**config.mk**
```make
export PLATFORM = sky130hd
export DESIGN_NAME = rlmc_control
export DESIGN_NICKNAME = d
export VERILOG_FILES = /design/src/common/rlmc_pkg.sv /design/src/rtl/rlmc_control.sv
export SDC_FILE = /design/constraint.sdc
export NUM_CORES = 1
export LEC_CHECK = 0
export BUFFER_PORTS_ARGS = -buffer_cell sky130_fd_sc_hd__buf_2
export CORE_AREA = 2 2 118 120
export DETAILED_ROUTE_END_ITERATION = 10
export DIE_AREA = 0 0 120 122
export PLACE_DENSITY_LB_ADDON = 0.08
export SYNTH_ARGS = -nofsm -noshare
export SYNTH_HDL_FRONTEND = slang
export SYNTH_SLANG_ARGS = --single-unit
```
**constraint.sdc**
```tcl
create_clock -name clock -period 2.9 [get_ports clock]
set_input_delay 0.29 -clock clock [delete_from_list [all_inputs] [get_ports clock]]
set_output_delay 0.29 -clock clock [all_outputs]
set_load 0.05 [all_outputs]
```
**src/common/rlmc_pkg.sv**
```systemverilog
// package for the remote/local mode control block: codes, layouts, reset values
// assumes a 200 MHz clock and a command decoder that delivers one-cycle pulses
package rlmc_pkg;
	localparam int unsigned CLOCK_KHZ = 200000;
	localparam int unsigned SETTLE_MS = 3000;
	localparam int unsigned SETTLE_CYCLES = SETTLE_MS * CLOCK_KHZ;
	localparam int unsigned TIMER_W = 30;
	localparam logic [4:0] ADDR_MAX = 5'h1e;
	localparam logic [4:0] ADDR_RESET = 5'h06;
	localparam logic [2:0] BAUD_MAX = 3'h4;
	localparam logic [2:0] BAUD_RESET = 3'h3;
	// register offsets
	localparam logic [7:0] REG_CONFIG = 8'h00;
	localparam logic [7:0] REG_STATUS = 8'h04;
	// config fields
	localparam int unsigned CFG_ADDR_LSB = 0;
	localparam int unsigned CFG_BAUD_LSB = 8;
	// status fields
	localparam int unsigned ST_MODE_LSB = 0;
	localparam int unsigned ST_RS485_BIT = 4;
	localparam int unsigned ST_AVOLT_BIT = 5;
	localparam int unsigned ST_ACURR_BIT = 6;
	localparam int unsigned ST_RESIST_BIT = 7;
	localparam int unsigned ST_MENU_BIT = 8;
	// setup switch bank bit positions (1 = up)
	localparam int unsigned SW_VOLT_REMOTE = 0;
	localparam int unsigned SW_CURR_REMOTE = 1;
	localparam int unsigned SW_PORT_TYPE = 5;
	localparam int unsigned SW_RESIST_A = 6;
	localparam int unsigned SW_RESIST_B = 7;
	localparam int unsigned SW_W = 9;

	typedef enum logic [2:0] {
		BAUD_1200 = 3'h0,
		BAUD_2400 = 3'h1,
		BAUD_4800 = 3'h2,
		BAUD_9600 = 3'h3,
		BAUD_19200 = 3'h4
	} rlmc_baud_e_t;

	typedef enum logic [2:0] {
		MODE_LOCAL = 3'b001,
		MODE_REMOTE = 3'b010,
		MODE_LOCKOUT = 3'b100
	} rlmc_mode_t;

	typedef enum logic [2:0] {
		CMD_QUERY = 3'h0,
		CMD_SAFE_RESET = 3'h1,
		CMD_VOLTAGE_PROGRAM = 3'h2,
		CMD_CURRENT_PROGRAM = 3'h3,
		CMD_OUTPUT = 3'h4,
		CMD_REMOTE_MODE = 3'h5,
		CMD_OTHER_SETTING = 3'h6
	} rlmc_cmd_kind_t;

	typedef struct packed {
		logic valid;
		rlmc_cmd_kind_t kind;
		logic [1:0] arg;
	} rlmc_cmd_t;

	typedef struct packed {
		logic remoteLocalButton;
		logic settingHold;
		logic previewButton;
		logic limitPreviewButton;
		logic voltStep;
		logic voltUp;
		logic currStep;
		logic currUp;
	} rlmc_panel_t;

	typedef struct packed {
		rlmc_mode_t mode;
		logic [4:0] unitAddr;
		logic [2:0] baudSel;
		logic [4:0] pendAddr;
		logic [2:0] pendBaud;
		logic inMenu;
		logic [TIMER_W-1:0] idle;
		logic [SW_W-1:0] sw1;
		logic [SW_W-1:0] sw2;
		logic [SW_W-1:0] sw3;
		logic [SW_W-1:0] swF;
		logic [2:0] sel;
		logic selF;
		logic voltWrite;
		logic currWrite;
		logic otherWrite;
		logic previewShow;
		logic limitShow;
		logic panelAdjust;
		logic analogVolt;
		logic analogCurr;
		logic analogAny;
		logic resistive;
		logic [31:0] rdata;
	} rlmc_state_t;
endpackage : rlmc_pkg

```
**src/rtl/rlmc_control.sv**
```systemverilog
// remote/local mode control: unit address, baud selection, remote state machine,
// front-panel gating and analog/resistive setpoint lockout
// assumes decoded serial commands and panel events arrive as one-cycle pulses on clock
//
// Contract
// - unit address 0..30 stored as bus identity
// - five baud rates 1200..19200, exactly one selected
// - reset gives address 6, 9600 baud, RS-232, panel unlocked, output off
// - switch six down selects RS-232, up selects RS-485
// - remote entered only by reset, voltage, current, output or remote-mode commands
// - remote returns local by button or mode command 0; argument 1 selects remote
// - argument 2 latches lockout; button ignored; leaves only on argument 1 or power cycle; code also leaves lockout for remote on a safe-reset command
// - in local a query stays local; output-affecting commands execute then go remote
// - remote disables panel except preview, limit preview and remote/local button
// - lockout keeps only preview and limit preview active
// - address adjust commits and leaves display after 3 s without movement
// - baud adjust saves last rate and reverts after 3 s without movement
// - resistive programming needs switches seven, eight, voltage and current select up
// - resistive mode ignores voltage and current setpoints from panel and serial
// - analog mode still accepts all other parameters over the serial port
// - select switches down ignore select pin; up, low pin selects analog remote
//
// Decided for this implementation: the register addresses and strobed register access.
`timescale 1ns/1ps
`default_nettype none
module rlmc_control #(
	parameter int unsigned HOLD_CYCLES = rlmc_pkg::SETTLE_CYCLES
) (
	input wire logic clock, // 200 MHz
	input wire logic reset, // asynchronous, high; also the AC power cycle
	input wire rlmc_pkg::rlmc_cmd_t cmd, // decoded serial command pulse
	input wire rlmc_pkg::rlmc_panel_t panel, // front-panel event pulses
	input wire logic [rlmc_pkg::SW_W-1:0] setupSwitchBank, // pins, 1 = up
	input wire logic remoteSelectPin, // analog remote/local select pin
	input wire logic [7:0] regAddr, // register byte address
	input wire logic [31:0] regWdata, // write data
	input wire logic regWrite, // write strobe
	input wire logic regRead, // read strobe
	output logic [31:0] regRdata, // read data, cycle after the read strobe
	output rlmc_pkg::rlmc_mode_t mode, // local, remote or lockout
	output logic [4:0] unitAddr, // committed unit address
	output logic [2:0] baudSel, // committed baud code
	output logic portIsRs485, // physical port type
	output logic settingDisplay, // address/baud shown on meters
	output logic [4:0] shownAddr, // address on the voltage meter
	output logic [2:0] shownBaud, // baud code on the current meter
	output logic panelAdjust, // encoders and buttons active
	output logic previewShow, // setpoint preview pulse
	output logic limitShow, // limit preview pulse
	output logic voltWrite, // accepted voltage setpoint change pulse
	output logic currWrite, // accepted current setpoint change pulse
	output logic otherWrite, // accepted other-parameter command pulse
	output logic analogRemote, // analog remote indication
	output logic resistive // resistive programming active
);
	localparam logic [rlmc_pkg::TIMER_W-1:0] HOLD_LAST =
		rlmc_pkg::TIMER_W'(HOLD_CYCLES - 1);

	rlmc_pkg::rlmc_state_t st;
	rlmc_pkg::rlmc_state_t next_st;

	function automatic logic [4:0] stepAddr(input logic [4:0] a, input logic up);
		if (up) begin
			stepAddr = (a >= rlmc_pkg::ADDR_MAX) ? rlmc_pkg::ADDR_MAX : a + 5'h01;
		end else begin
			stepAddr = (a == 5'h00) ? 5'h00 : a - 5'h01;
		end
	endfunction : stepAddr

	function automatic logic [2:0] stepBaud(input logic [2:0] b, input logic up);
		if (up) begin
			stepBaud = (b >= rlmc_pkg::BAUD_MAX) ? rlmc_pkg::BAUD_MAX : b + 3'h1;
		end else begin
			stepBaud = (b == 3'h0) ? 3'h0 : b - 3'h1;
		end
	endfunction : stepBaud

	function automatic logic affectsOutput(input rlmc_pkg::rlmc_cmd_kind_t k);
		affectsOutput = (k == rlmc_pkg::CMD_SAFE_RESET) || (k == rlmc_pkg::CMD_OUTPUT) ||
			(k == rlmc_pkg::CMD_VOLTAGE_PROGRAM) || (k == rlmc_pkg::CMD_CURRENT_PROGRAM) ||
			(k == rlmc_pkg::CMD_REMOTE_MODE);
	endfunction : affectsOutput

	always_comb begin
		logic aV;
		logic aC;
		logic res;
		logic moved;
		logic isLocal;
		aV = 1'b0;
		aC = 1'b0;
		res = 1'b0;
		moved = 1'b0;
		isLocal = 1'b0;
		next_st = st;
		// pin inputs: three stages, accepted once stages two and three agree
		next_st.sw1 = setupSwitchBank;
		next_st.sw2 = st.sw1;
		next_st.sw3 = st.sw2;
		if (st.sw2 == st.sw3) begin
			next_st.swF = st.sw3;
		end
		next_st.sel = {st.sel[1:0], remoteSelectPin};
		if (st.sel[1] == st.sel[2]) begin
			next_st.selF = st.sel[2];
		end
		// low or shorted select pin means analog remote, only with its switch up
		aV = st.swF[rlmc_pkg::SW_VOLT_REMOTE] & ~st.selF;
		aC = st.swF[rlmc_pkg::SW_CURR_REMOTE] & ~st.selF;
		res = aV & aC & st.swF[rlmc_pkg::SW_RESIST_A] & st.swF[rlmc_pkg::SW_RESIST_B];
		next_st.analogVolt = aV;
		next_st.analogCurr = aC;
		next_st.analogAny = aV | aC;
		next_st.resistive = res;
		next_st.voltWrite = 1'b0;
		next_st.currWrite = 1'b0;
		next_st.otherWrite = 1'b0;
		isLocal = (st.mode == rlmc_pkg::MODE_LOCAL);
		// serial commands take priority over the panel button in the same cycle
		if (cmd.valid) begin
			// setpoints are refused while analog or resistive control owns them
			next_st.voltWrite = (cmd.kind == rlmc_pkg::CMD_VOLTAGE_PROGRAM) & ~aV;
			next_st.currWrite = (cmd.kind == rlmc_pkg::CMD_CURRENT_PROGRAM) & ~aC;
			next_st.otherWrite = (cmd.kind == rlmc_pkg::CMD_OTHER_SETTING) ||
				(cmd.kind == rlmc_pkg::CMD_OUTPUT) ||
				(cmd.kind == rlmc_pkg::CMD_SAFE_RESET);
			if (cmd.kind == rlmc_pkg::CMD_REMOTE_MODE) begin
				case (cmd.arg)
					2'h0: begin
						if (st.mode != rlmc_pkg::MODE_LOCKOUT) begin
							next_st.mode = rlmc_pkg::MODE_LOCAL;
						end
					end
					2'h1: next_st.mode = rlmc_pkg::MODE_REMOTE;
					2'h2: next_st.mode = rlmc_pkg::MODE_LOCKOUT;
					default: next_st.mode = st.mode;
				endcase
			end else if (cmd.kind == rlmc_pkg::CMD_SAFE_RESET) begin
				next_st.mode = rlmc_pkg::MODE_REMOTE; // non-lockout remote
			end else if (isLocal && affectsOutput(cmd.kind)) begin
				next_st.mode = rlmc_pkg::MODE_REMOTE;
			end
		end else if (panel.remoteLocalButton && st.mode == rlmc_pkg::MODE_REMOTE) begin
			next_st.mode = rlmc_pkg::MODE_LOCAL; // button ignored in lockout
		end
		// address/baud setting display, reachable from local only
		if (!st.inMenu) begin
			next_st.idle = '0;
			if (isLocal && panel.settingHold) begin
				next_st.inMenu = 1'b1;
				next_st.pendAddr = st.unitAddr;
				next_st.pendBaud = st.baudSel;
			end else if (isLocal && !res) begin
				next_st.voltWrite = next_st.voltWrite | (panel.voltStep & ~aV);
				next_st.currWrite = next_st.currWrite | (panel.currStep & ~aC);
			end
		end else begin
			moved = panel.voltStep | panel.currStep;
			if (panel.voltStep) begin
				next_st.pendAddr = stepAddr(st.pendAddr, panel.voltUp);
			end
			if (panel.currStep) begin
				next_st.pendBaud = stepBaud(st.pendBaud, panel.currUp);
			end
			if (moved) begin
				next_st.idle = '0;
			end else if (st.idle == HOLD_LAST) begin
				next_st.inMenu = 1'b0;
				next_st.unitAddr = st.pendAddr;
				next_st.baudSel = st.pendBaud;
			end else begin
				next_st.idle = st.idle + 1'b1;
			end
		end
		// leaving local abandons an uncommitted entry
		if (next_st.mode != rlmc_pkg::MODE_LOCAL) begin
			next_st.inMenu = 1'b0;
		end
		// preview buttons stay live in every mode
		next_st.previewShow = panel.previewButton;
		next_st.limitShow = panel.limitPreviewButton;
		next_st.panelAdjust = (next_st.mode == rlmc_pkg::MODE_LOCAL);
		// software may set address and baud; out-of-range values are ignored
		if (regWrite && regAddr == rlmc_pkg::REG_CONFIG) begin
			if (regWdata[rlmc_pkg::CFG_ADDR_LSB +: 5] <= rlmc_pkg::ADDR_MAX) begin
				next_st.unitAddr = regWdata[rlmc_pkg::CFG_ADDR_LSB +: 5];
			end
			if (regWdata[rlmc_pkg::CFG_BAUD_LSB +: 3] <= rlmc_pkg::BAUD_MAX) begin
				next_st.baudSel = regWdata[rlmc_pkg::CFG_BAUD_LSB +: 3];
			end
		end
		next_st.rdata = '0;
		if (regRead) begin
			case (regAddr)
				rlmc_pkg::REG_CONFIG: begin
					next_st.rdata[rlmc_pkg::CFG_ADDR_LSB +: 5] = st.unitAddr;
					next_st.rdata[rlmc_pkg::CFG_BAUD_LSB +: 3] = st.baudSel;
				end
				rlmc_pkg::REG_STATUS: begin
					next_st.rdata[rlmc_pkg::ST_MODE_LSB +: 3] = st.mode;
					next_st.rdata[rlmc_pkg::ST_RS485_BIT] = st.swF[rlmc_pkg::SW_PORT_TYPE];
					next_st.rdata[rlmc_pkg::ST_AVOLT_BIT] = st.analogVolt;
					next_st.rdata[rlmc_pkg::ST_ACURR_BIT] = st.analogCurr;
					next_st.rdata[rlmc_pkg::ST_RESIST_BIT] = st.resistive;
					next_st.rdata[rlmc_pkg::ST_MENU_BIT] = st.inMenu;
				end
				default: next_st.rdata = '0;
			endcase
		end
	end

	always_ff @(posedge clock or posedge reset) begin
		if (reset) begin
			st <= '0;
			st.mode <= rlmc_pkg::MODE_LOCAL;
			st.unitAddr <= rlmc_pkg::ADDR_RESET;
			st.baudSel <= rlmc_pkg::BAUD_RESET;
			st.pendAddr <= rlmc_pkg::ADDR_RESET;
			st.pendBaud <= rlmc_pkg::BAUD_RESET;
			st.panelAdjust <= 1'b1;
			st.selF <= 1'b1;
			st.sel <= 3'h7;
		end else begin
			st <= next_st;
		end
	end

	assign regRdata = st.rdata;
	assign mode = st.mode;
	assign unitAddr = st.unitAddr;
	assign baudSel = st.baudSel;
	assign portIsRs485 = st.swF[rlmc_pkg::SW_PORT_TYPE];
	assign settingDisplay = st.inMenu;
	assign shownAddr = st.pendAddr;
	assign shownBaud = st.pendBaud;
	assign panelAdjust = st.panelAdjust;
	assign previewShow = st.previewShow;
	assign limitShow = st.limitShow;
	assign voltWrite = st.voltWrite;
	assign currWrite = st.currWrite;
	assign otherWrite = st.otherWrite;
	assign analogRemote = st.analogAny;
	assign resistive = st.resistive;

	a_lockout_button_ignored: assert property (@(posedge clock) disable iff (reset)
		st.mode == rlmc_pkg::MODE_LOCKOUT && !cmd.valid |=> st.mode == rlmc_pkg::MODE_LOCKOUT)
		else $error("lockout left without a mode command");
	a_query_stays_local: assert property (@(posedge clock) disable iff (reset)
		st.mode == rlmc_pkg::MODE_LOCAL && cmd.valid && cmd.kind == rlmc_pkg::CMD_QUERY
		|=> st.mode == rlmc_pkg::MODE_LOCAL)
		else $error("query moved unit out of local");
	a_command_goes_remote: assert property (@(posedge clock) disable iff (reset)
		st.mode == rlmc_pkg::MODE_LOCAL && cmd.valid &&
		(cmd.kind == rlmc_pkg::CMD_OUTPUT || cmd.kind == rlmc_pkg::CMD_VOLTAGE_PROGRAM)
		|=> st.mode == rlmc_pkg::MODE_REMOTE)
		else $error("output command did not select remote");
	a_local_needs_serial: assert property (@(posedge clock) disable iff (reset)
		st.mode == rlmc_pkg::MODE_LOCAL && !cmd.valid |=> st.mode == rlmc_pkg::MODE_LOCAL)
		else $error("remote entered without serial command");
	a_address_range: assert property (@(posedge clock) disable iff (reset)
		st.unitAddr <= rlmc_pkg::ADDR_MAX && st.pendAddr <= rlmc_pkg::ADDR_MAX)
		else $error("address outside 0 to 30");
	a_baud_range: assert property (@(posedge clock) disable iff (reset)
		st.baudSel <= rlmc_pkg::BAUD_MAX)
		else $error("baud code outside five rates");
	a_resistive_blocks_set: assert property (@(posedge clock) disable iff (reset)
		st.resistive && st.analogVolt == next_st.analogVolt &&
		st.analogCurr == next_st.analogCurr |=> !st.voltWrite && !st.currWrite)
		else $error("setpoint accepted in resistive mode");
	a_idle_commit: assert property (@(posedge clock) disable iff (reset)
		st.inMenu && st.idle == HOLD_LAST && !panel.voltStep && !panel.currStep &&
		!cmd.valid && !regWrite
		|=> !st.inMenu && st.unitAddr == $past(st.pendAddr) && st.baudSel == $past(st.pendBaud))
		else $error("setting not committed after idle time");
	a_remote_panel_off: assert property (@(posedge clock) disable iff (reset)
		st.mode != rlmc_pkg::MODE_LOCAL |-> !st.inMenu && !st.panelAdjust)
		else $error("panel adjust live outside local");
	a_select_switch_down: assert property (@(posedge clock) disable iff (reset)
		!st.swF[rlmc_pkg::SW_VOLT_REMOTE] && !st.swF[rlmc_pkg::SW_CURR_REMOTE]
		|=> !st.analogVolt && !st.analogCurr)
		else $error("analog remote with select switches down");
	a_button_to_local: assert property (@(posedge clock) disable iff (reset)
		st.mode == rlmc_pkg::MODE_REMOTE && !cmd.valid && panel.remoteLocalButton
		|=> st.mode == rlmc_pkg::MODE_LOCAL)
		else $error("remote/local button did not return to local");
	a_mode_arg_one: assert property (@(posedge clock) disable iff (reset)
		cmd.valid && cmd.kind == rlmc_pkg::CMD_REMOTE_MODE && cmd.arg == 2'h1
		|=> st.mode == rlmc_pkg::MODE_REMOTE)
		else $error("mode command one did not select remote");
	a_mode_arg_two: assert property (@(posedge clock) disable iff (reset)
		cmd.valid && cmd.kind == rlmc_pkg::CMD_REMOTE_MODE && cmd.arg == 2'h2
		|=> st.mode == rlmc_pkg::MODE_LOCKOUT)
		else $error("mode command two did not latch lockout");
	a_remote_arg_zero: assert property (@(posedge clock) disable iff (reset)
		st.mode == rlmc_pkg::MODE_REMOTE && cmd.valid &&
		cmd.kind == rlmc_pkg::CMD_REMOTE_MODE && cmd.arg == 2'h0 |=> st.mode == rlmc_pkg::MODE_LOCAL)
		else $error("mode command zero did not return to local");
	a_preview_live: assert property (@(posedge clock) disable iff (reset)
		panel.previewButton |=> st.previewShow)
		else $error("setpoint preview button ignored");
	a_limit_preview_live: assert property (@(posedge clock) disable iff (reset)
		panel.limitPreviewButton |=> st.limitShow)
		else $error("limit preview button ignored");
	a_other_accepted: assert property (@(posedge clock) disable iff (reset)
		cmd.valid && cmd.kind == rlmc_pkg::CMD_OTHER_SETTING |=> st.otherWrite)
		else $error("other parameter command refused");
	a_port_type_follows: assert property (@(posedge clock) disable iff (reset)
		st.sw2[rlmc_pkg::SW_PORT_TYPE] == st.sw3[rlmc_pkg::SW_PORT_TYPE]
		|=> portIsRs485 == $past(st.sw3[rlmc_pkg::SW_PORT_TYPE]))
		else $error("port type does not follow switch six");
	a_analog_volt_refused: assert property (@(posedge clock) disable iff (reset)
		cmd.valid && cmd.kind == rlmc_pkg::CMD_VOLTAGE_PROGRAM &&
		st.swF[rlmc_pkg::SW_VOLT_REMOTE] && !st.selF |=> !st.voltWrite)
		else $error("voltage setpoint accepted under analog control");
endmodule : rlmc_control
`default_nettype wire

```
Yosys cells after proc, flatten, opt, wreduce, memory -nomap -nowiden
Cells that the tools add are included.
Word-level totals
  register bits after elaboration: 131
  word-level logic and storage cells: 127
Operators by class
  add/subtract/negate cells: 5
  magnitude comparators: 4
  equal/unequal tests: 20
  multiplexer cells: 39
  bitwise logic cells: 16
  reduce and logical (&&, ||, !) cells: 19
Operator list (number)
  $mux W30: 2
  $mux W3: 13
  $mux W39: 1
  $mux W8: 4
  $add A30 B1 Y30 const B: 1
  $eq A30 B30 Y1 const B: 1
  $mux W5: 5
  $mux W11: 1
  $and A1 B1 Y1: 9
  $eq A3 B1 Y1 const B: 3
  $eq A3 B2 Y1 const B: 3
  $eq A3 B3 Y1 const B: 3
  $eq A9 B9 Y1: 1
  $mux W9: 1
  $pmux W3 S3: 1
  $eq A8 B3 Y1 const B: 1
  $logic_not A8 Y1: 1
  $mux W2: 4
  $logic_or A1 B1 Y1: 6
  $ne A3 B3 Y1 const B: 2
  $pmux W3 S2: 1
  $add A5 B1 Y5 const B: 1
  $ge A5 B5 Y1 const B: 1
  $le A5 B5 Y1 const B: 1
  21 further kinds: 36

Longest topological paths before layout
  word-level depth: 12
  gate-level depth with buffers: 8
  mapped depth without buffers: 7

Worst setup path before layout
OpenSTA, ideal clock, no wires.
  path kind: register -> register
  from: reg st, in the netlist settingDisplay
  to: reg, netlist name unitAddr[3]
  arrival: 2.086 ns
  slack: 0.691 ns
  cell stages (with the launch flop): 9
  buffers on the path: 3
  period minus slack after synthesis: 2.209 ns
  cell sequence: dfrtp_1 buf_4 nor3b_2 nand4_2 nor4_4 buf_6 buf_12 mux2i_1 a21oi_1
RTL lines
  start: declaration: line rlmc_control.sv:59  | rlmc_pkg::rlmc_state_t st;
  start signal: assignment: line rlmc_control.sv:224  | st <= next_st;

Final worst setup path
  from: reg st, in the netlist shownAddr[0]
  to: reg st, in the netlist shownAddr[3]
Between the ends
  cells in the longest elaborated chain, start to end: 5
  elaborated cells on any way between the ends: 9
  those cells by class: 2 x add/sub; 1 x order compare; 5 x mux; 1 x reduce/logical
Ends and longest elaborated chain
  $sub A5 B1 Y5, or another cell as far along: line rlmc_control.sv:66  | stepAddr = (a == 5'h00) ? 5'h00 : a - 5'h01;
  $mux W5, on equally long branches: line rlmc_control.sv:66, rlmc_control.sv:64
  $mux W5 *: line rlmc_control.sv:63  | if (up) begin
  $mux W5 *: line rlmc_control.sv:159  | if (panel.voltStep) begin
  $mux W39 *: line rlmc_control.sv:147  | if (!st.inMenu) begin
Mark *: on every way between the ends. The rest lies on a longest branch, timed or not. The select of a mux whose other input is x is not followed.
A chain may end at the register's enable or synchronous reset.

==> flow_summary.toml <==
[power]
vdd_drop_max_mv = 0.328
p_total_mw = 3.94
powerDensity_nw_per_um2 = 675
p_leak_nw = 2.71

[sta]
fin_crit_ns = 2.21
finalHoldViolCount = 4
fin_crit_sh = 0.762
rsz0062_at_grt = "no"
fin_ws_ns = 0.689
maxSlewHeadroom = 0.395
max_freq_mhz = 452
finalSetupViolCount = 0
fin_worst_skew_ns = 0.00623
tightest_slew_ns = 0.908
tns_ns = 0
whs_ns = -0.00463
drv_slew = 0

[route]
ant_nets = 0
dr_wl_met3_um = 579
drc_errors = 0
dr_wl_met2_um = 5240
wl_met1_um = 4920
routedWlPerCell_um = 14.8
routed_wl_um = 10900
initialDrtViolationCount = 194
vias_per_cell = 4.95
highest_layer = "met4"
vias = 3620
first_pass_iters = 4

[setup_path]
path_delay_family = "compound AO/OA/AOI/OAI gates"
crit_type = "reg -> reg"
crit_path_start_kind = "flip-flop"
required_ns = 3.13
slowest_stage = "or4b_2"
crit_path_cell_trace = "inv_1, ha_1, or4b_2, o21ai_0, a2111oi_0, a211o_1"
worstSetupStartpoint = "shownAddr[0]"
crit_path_max_fanout = 9
path_buf_inv = 1
cp_data_arrival_time_ns = 2.45
end_kind = "flip-flop"
critPathMaxStageDelay_ns = 0.59
r2r_start = "shownAddr[0]"

[run_status]
status = "finished with violations"
violations = "negative hold slack"

[clock_tree]
cts_sinks = 107
cts_resized = 0
cts-root-buf = "clkbuf_16"
clk-insertion-delay-late_ns = 0.35
tritoncts = "built"
cts-buffers-inserted = 9
clk_pin_slew_ns = 0.08
hold_buffers = 0
htree_levels = 3
clock_path_buffers = 2
postCtsSetupBuffers = 0

[cells_and_area]
final_area_sq_um = 5830
final_util = 0.432
syn_to_final_growth_pct = 12.1
layout.nets = 622
drive_above_1_share = 0.253
fillerInstances = 1302
final_cells = 732
multiInputGateArea_sq_um = 2060
seqCellArea_sq_um = 2700

[global_routing]
grt_pass1_vias = 3540
grt_start_max_net_pins = 55
antenna_found_initial = 2
gr-total-overflow = 0
grt_use_total = 0.157
grt_pass1_wl_um = 18000

[synthesis]
yosysWarnings = 0
synth-simple-area-share = 0.185
yosysUniqueCellTypes = 62
synthTopCellsByArea = "dfrtp_1 45%, buf_4 7.6%, dfstp_2 7.1%, xor2_1 3.5%, nor2_1 3.2%"
syn_area_sq_um = 5200
yosysMostFrequentCell = "dfrtp_1"
seq_area_frac_synth = 0.518
synth_flop_cell = "dfrtp_1"
avgSynthCellArea_sq_um = 10.7
async_flop_share = 1.00
synth_xor_area_frac = 0.0488
synthAdderAreaFrac = 0.0236
synth_top_area_frac = 0.447
synthTopCellsByCount = "93 x dfrtp_1, 53 x buf_4, 44 x nor2_1"
synth_edf_count = 0
syn_inst = 488
synth_compound_area_frac = 0.0789
yosys.area.top_type = "dfrtp_1"
synthMuxAreaShare = 0.0438
ys_ff_latch = 107
synth_top_family_by_area = "simple AND/OR/NAND/NOR gates"

[floorplan]
die_area_sq_um = 14600
dieHeight_um = 122
initial_core_util = 0.385
core_sq_um = 13500
num_rows = 43
die-width_um = 120
pin_count = 129

[place]
placed_cells = 714
io_buffers = 83
place.gp.congestion = 0.799
hpwl_um = 7740
placed_cell_area_sq_um = 5520
dp_slack_ns = 0.713

[flow_run]
max_cap_violations = 0

[hold_path]
holdCritPathClass = "in -> async"
## state kept, by name, summed over array words and instances (netlist names)
register        count
settingDisplay      1
previewShow         1
shownAddr           5
panelAdjust         1
regRdata           11
unitAddr            5
next_st            20
st                 47
limitShow           1
voltWrite           1
otherWrite          1
baudSel             3
currWrite           1
shownBaud           3
analogRemote        1
portIsRs485         1
mode                3
resistive           1
## cells by family (layout without fill, tap and decap cells)
kind of cell	after synthesis	in the layout
and+or+nand+nor	173	173
DFF	107	107
buffers and inverters	81	123
AOI/OAI and AO/OA	65	65
xor gates and xnor gates	29	29
muxes	22	22
adders and majority gates	10	10
other	1	23
## metal layers
| metal | up-vias | GRT usage |
|---|---|---|
| met4 | 0 | 0.0500 |
| met5 | - | 0 |
| met3 | 8 | 0.0417 |
| li1 | 1758 | - |
| met1 | 1766 | 0.197 |
| met2 | 88 | 0.264 |
## placed cells by master (no fill, tap or decap), types with 2 or more instances in the layout
master and instances:
o22ai_1 4, and3_1 12, nor2_1 44, o32ai_1 3, nor3_1 13, xor2_1 21, dfrtp_1 93, or3_1 3
o211ai_1 2, conb_1 21, inv_8 4, or4_1 2, buf_4 6, nand3_1 21, and2_1 5, nor3b_1 5
a31oi_1 4, o21a_1 3, o31ai_1 2, nor4_2 2, mux2i_1 16, a21oi_1 20, ha_1 9, inv_1 16
o21ai_0 13, nor4_1 5, dfstp_2 14, nor4b_1 3, clkbuf_16 9, xnor2_1 8, and4_1 2, buf_2 83
nand4_1 13, mux2_2 6, nand2_1 25, diode_2 2, or2_2 2, nor2b_1 6
## where the power goes
group,switching [mW],internal (mW),total (mW),leakage (nW)
logic,0.623,0.284,0.907,1.18
clock network,0.597,0.637,1.23,0.153
registers,0.169,1.63,1.80,1.37
## cell type report
| type | instances | area share |
|---|---|---|
| Inverter | 17 | 0.0116 |
| Tap cell | 180 | 0.0386 |
| Clock buffer | 10 | 0.0410 |
| Antenna cell | 2 | 0.000858 |
| Timing Repair Buffer | 90 | 0.0824 |
| Sequential cell | 107 | 0.462 |
| Multi-Input combinational cell | 320 | 0.352 |
| Clock inverter | 6 | 0.0114 |
## worst paths after layout
kind                           endpoint  slack, ns  depth (start not counted)
max in group asynchronous   panelAdjust       2.08                          3
min in group clock          next_st[44]       0.04                          1
setup reg to reg           shownAddr[3]       0.69                          6
hold reg to reg             next_st[61]       0.35                          0
setup / recovery           shownAddr[3]       0.69                          6
hold / removal              previewShow     -0.005                          2
(Power assumes the default switching activity.)
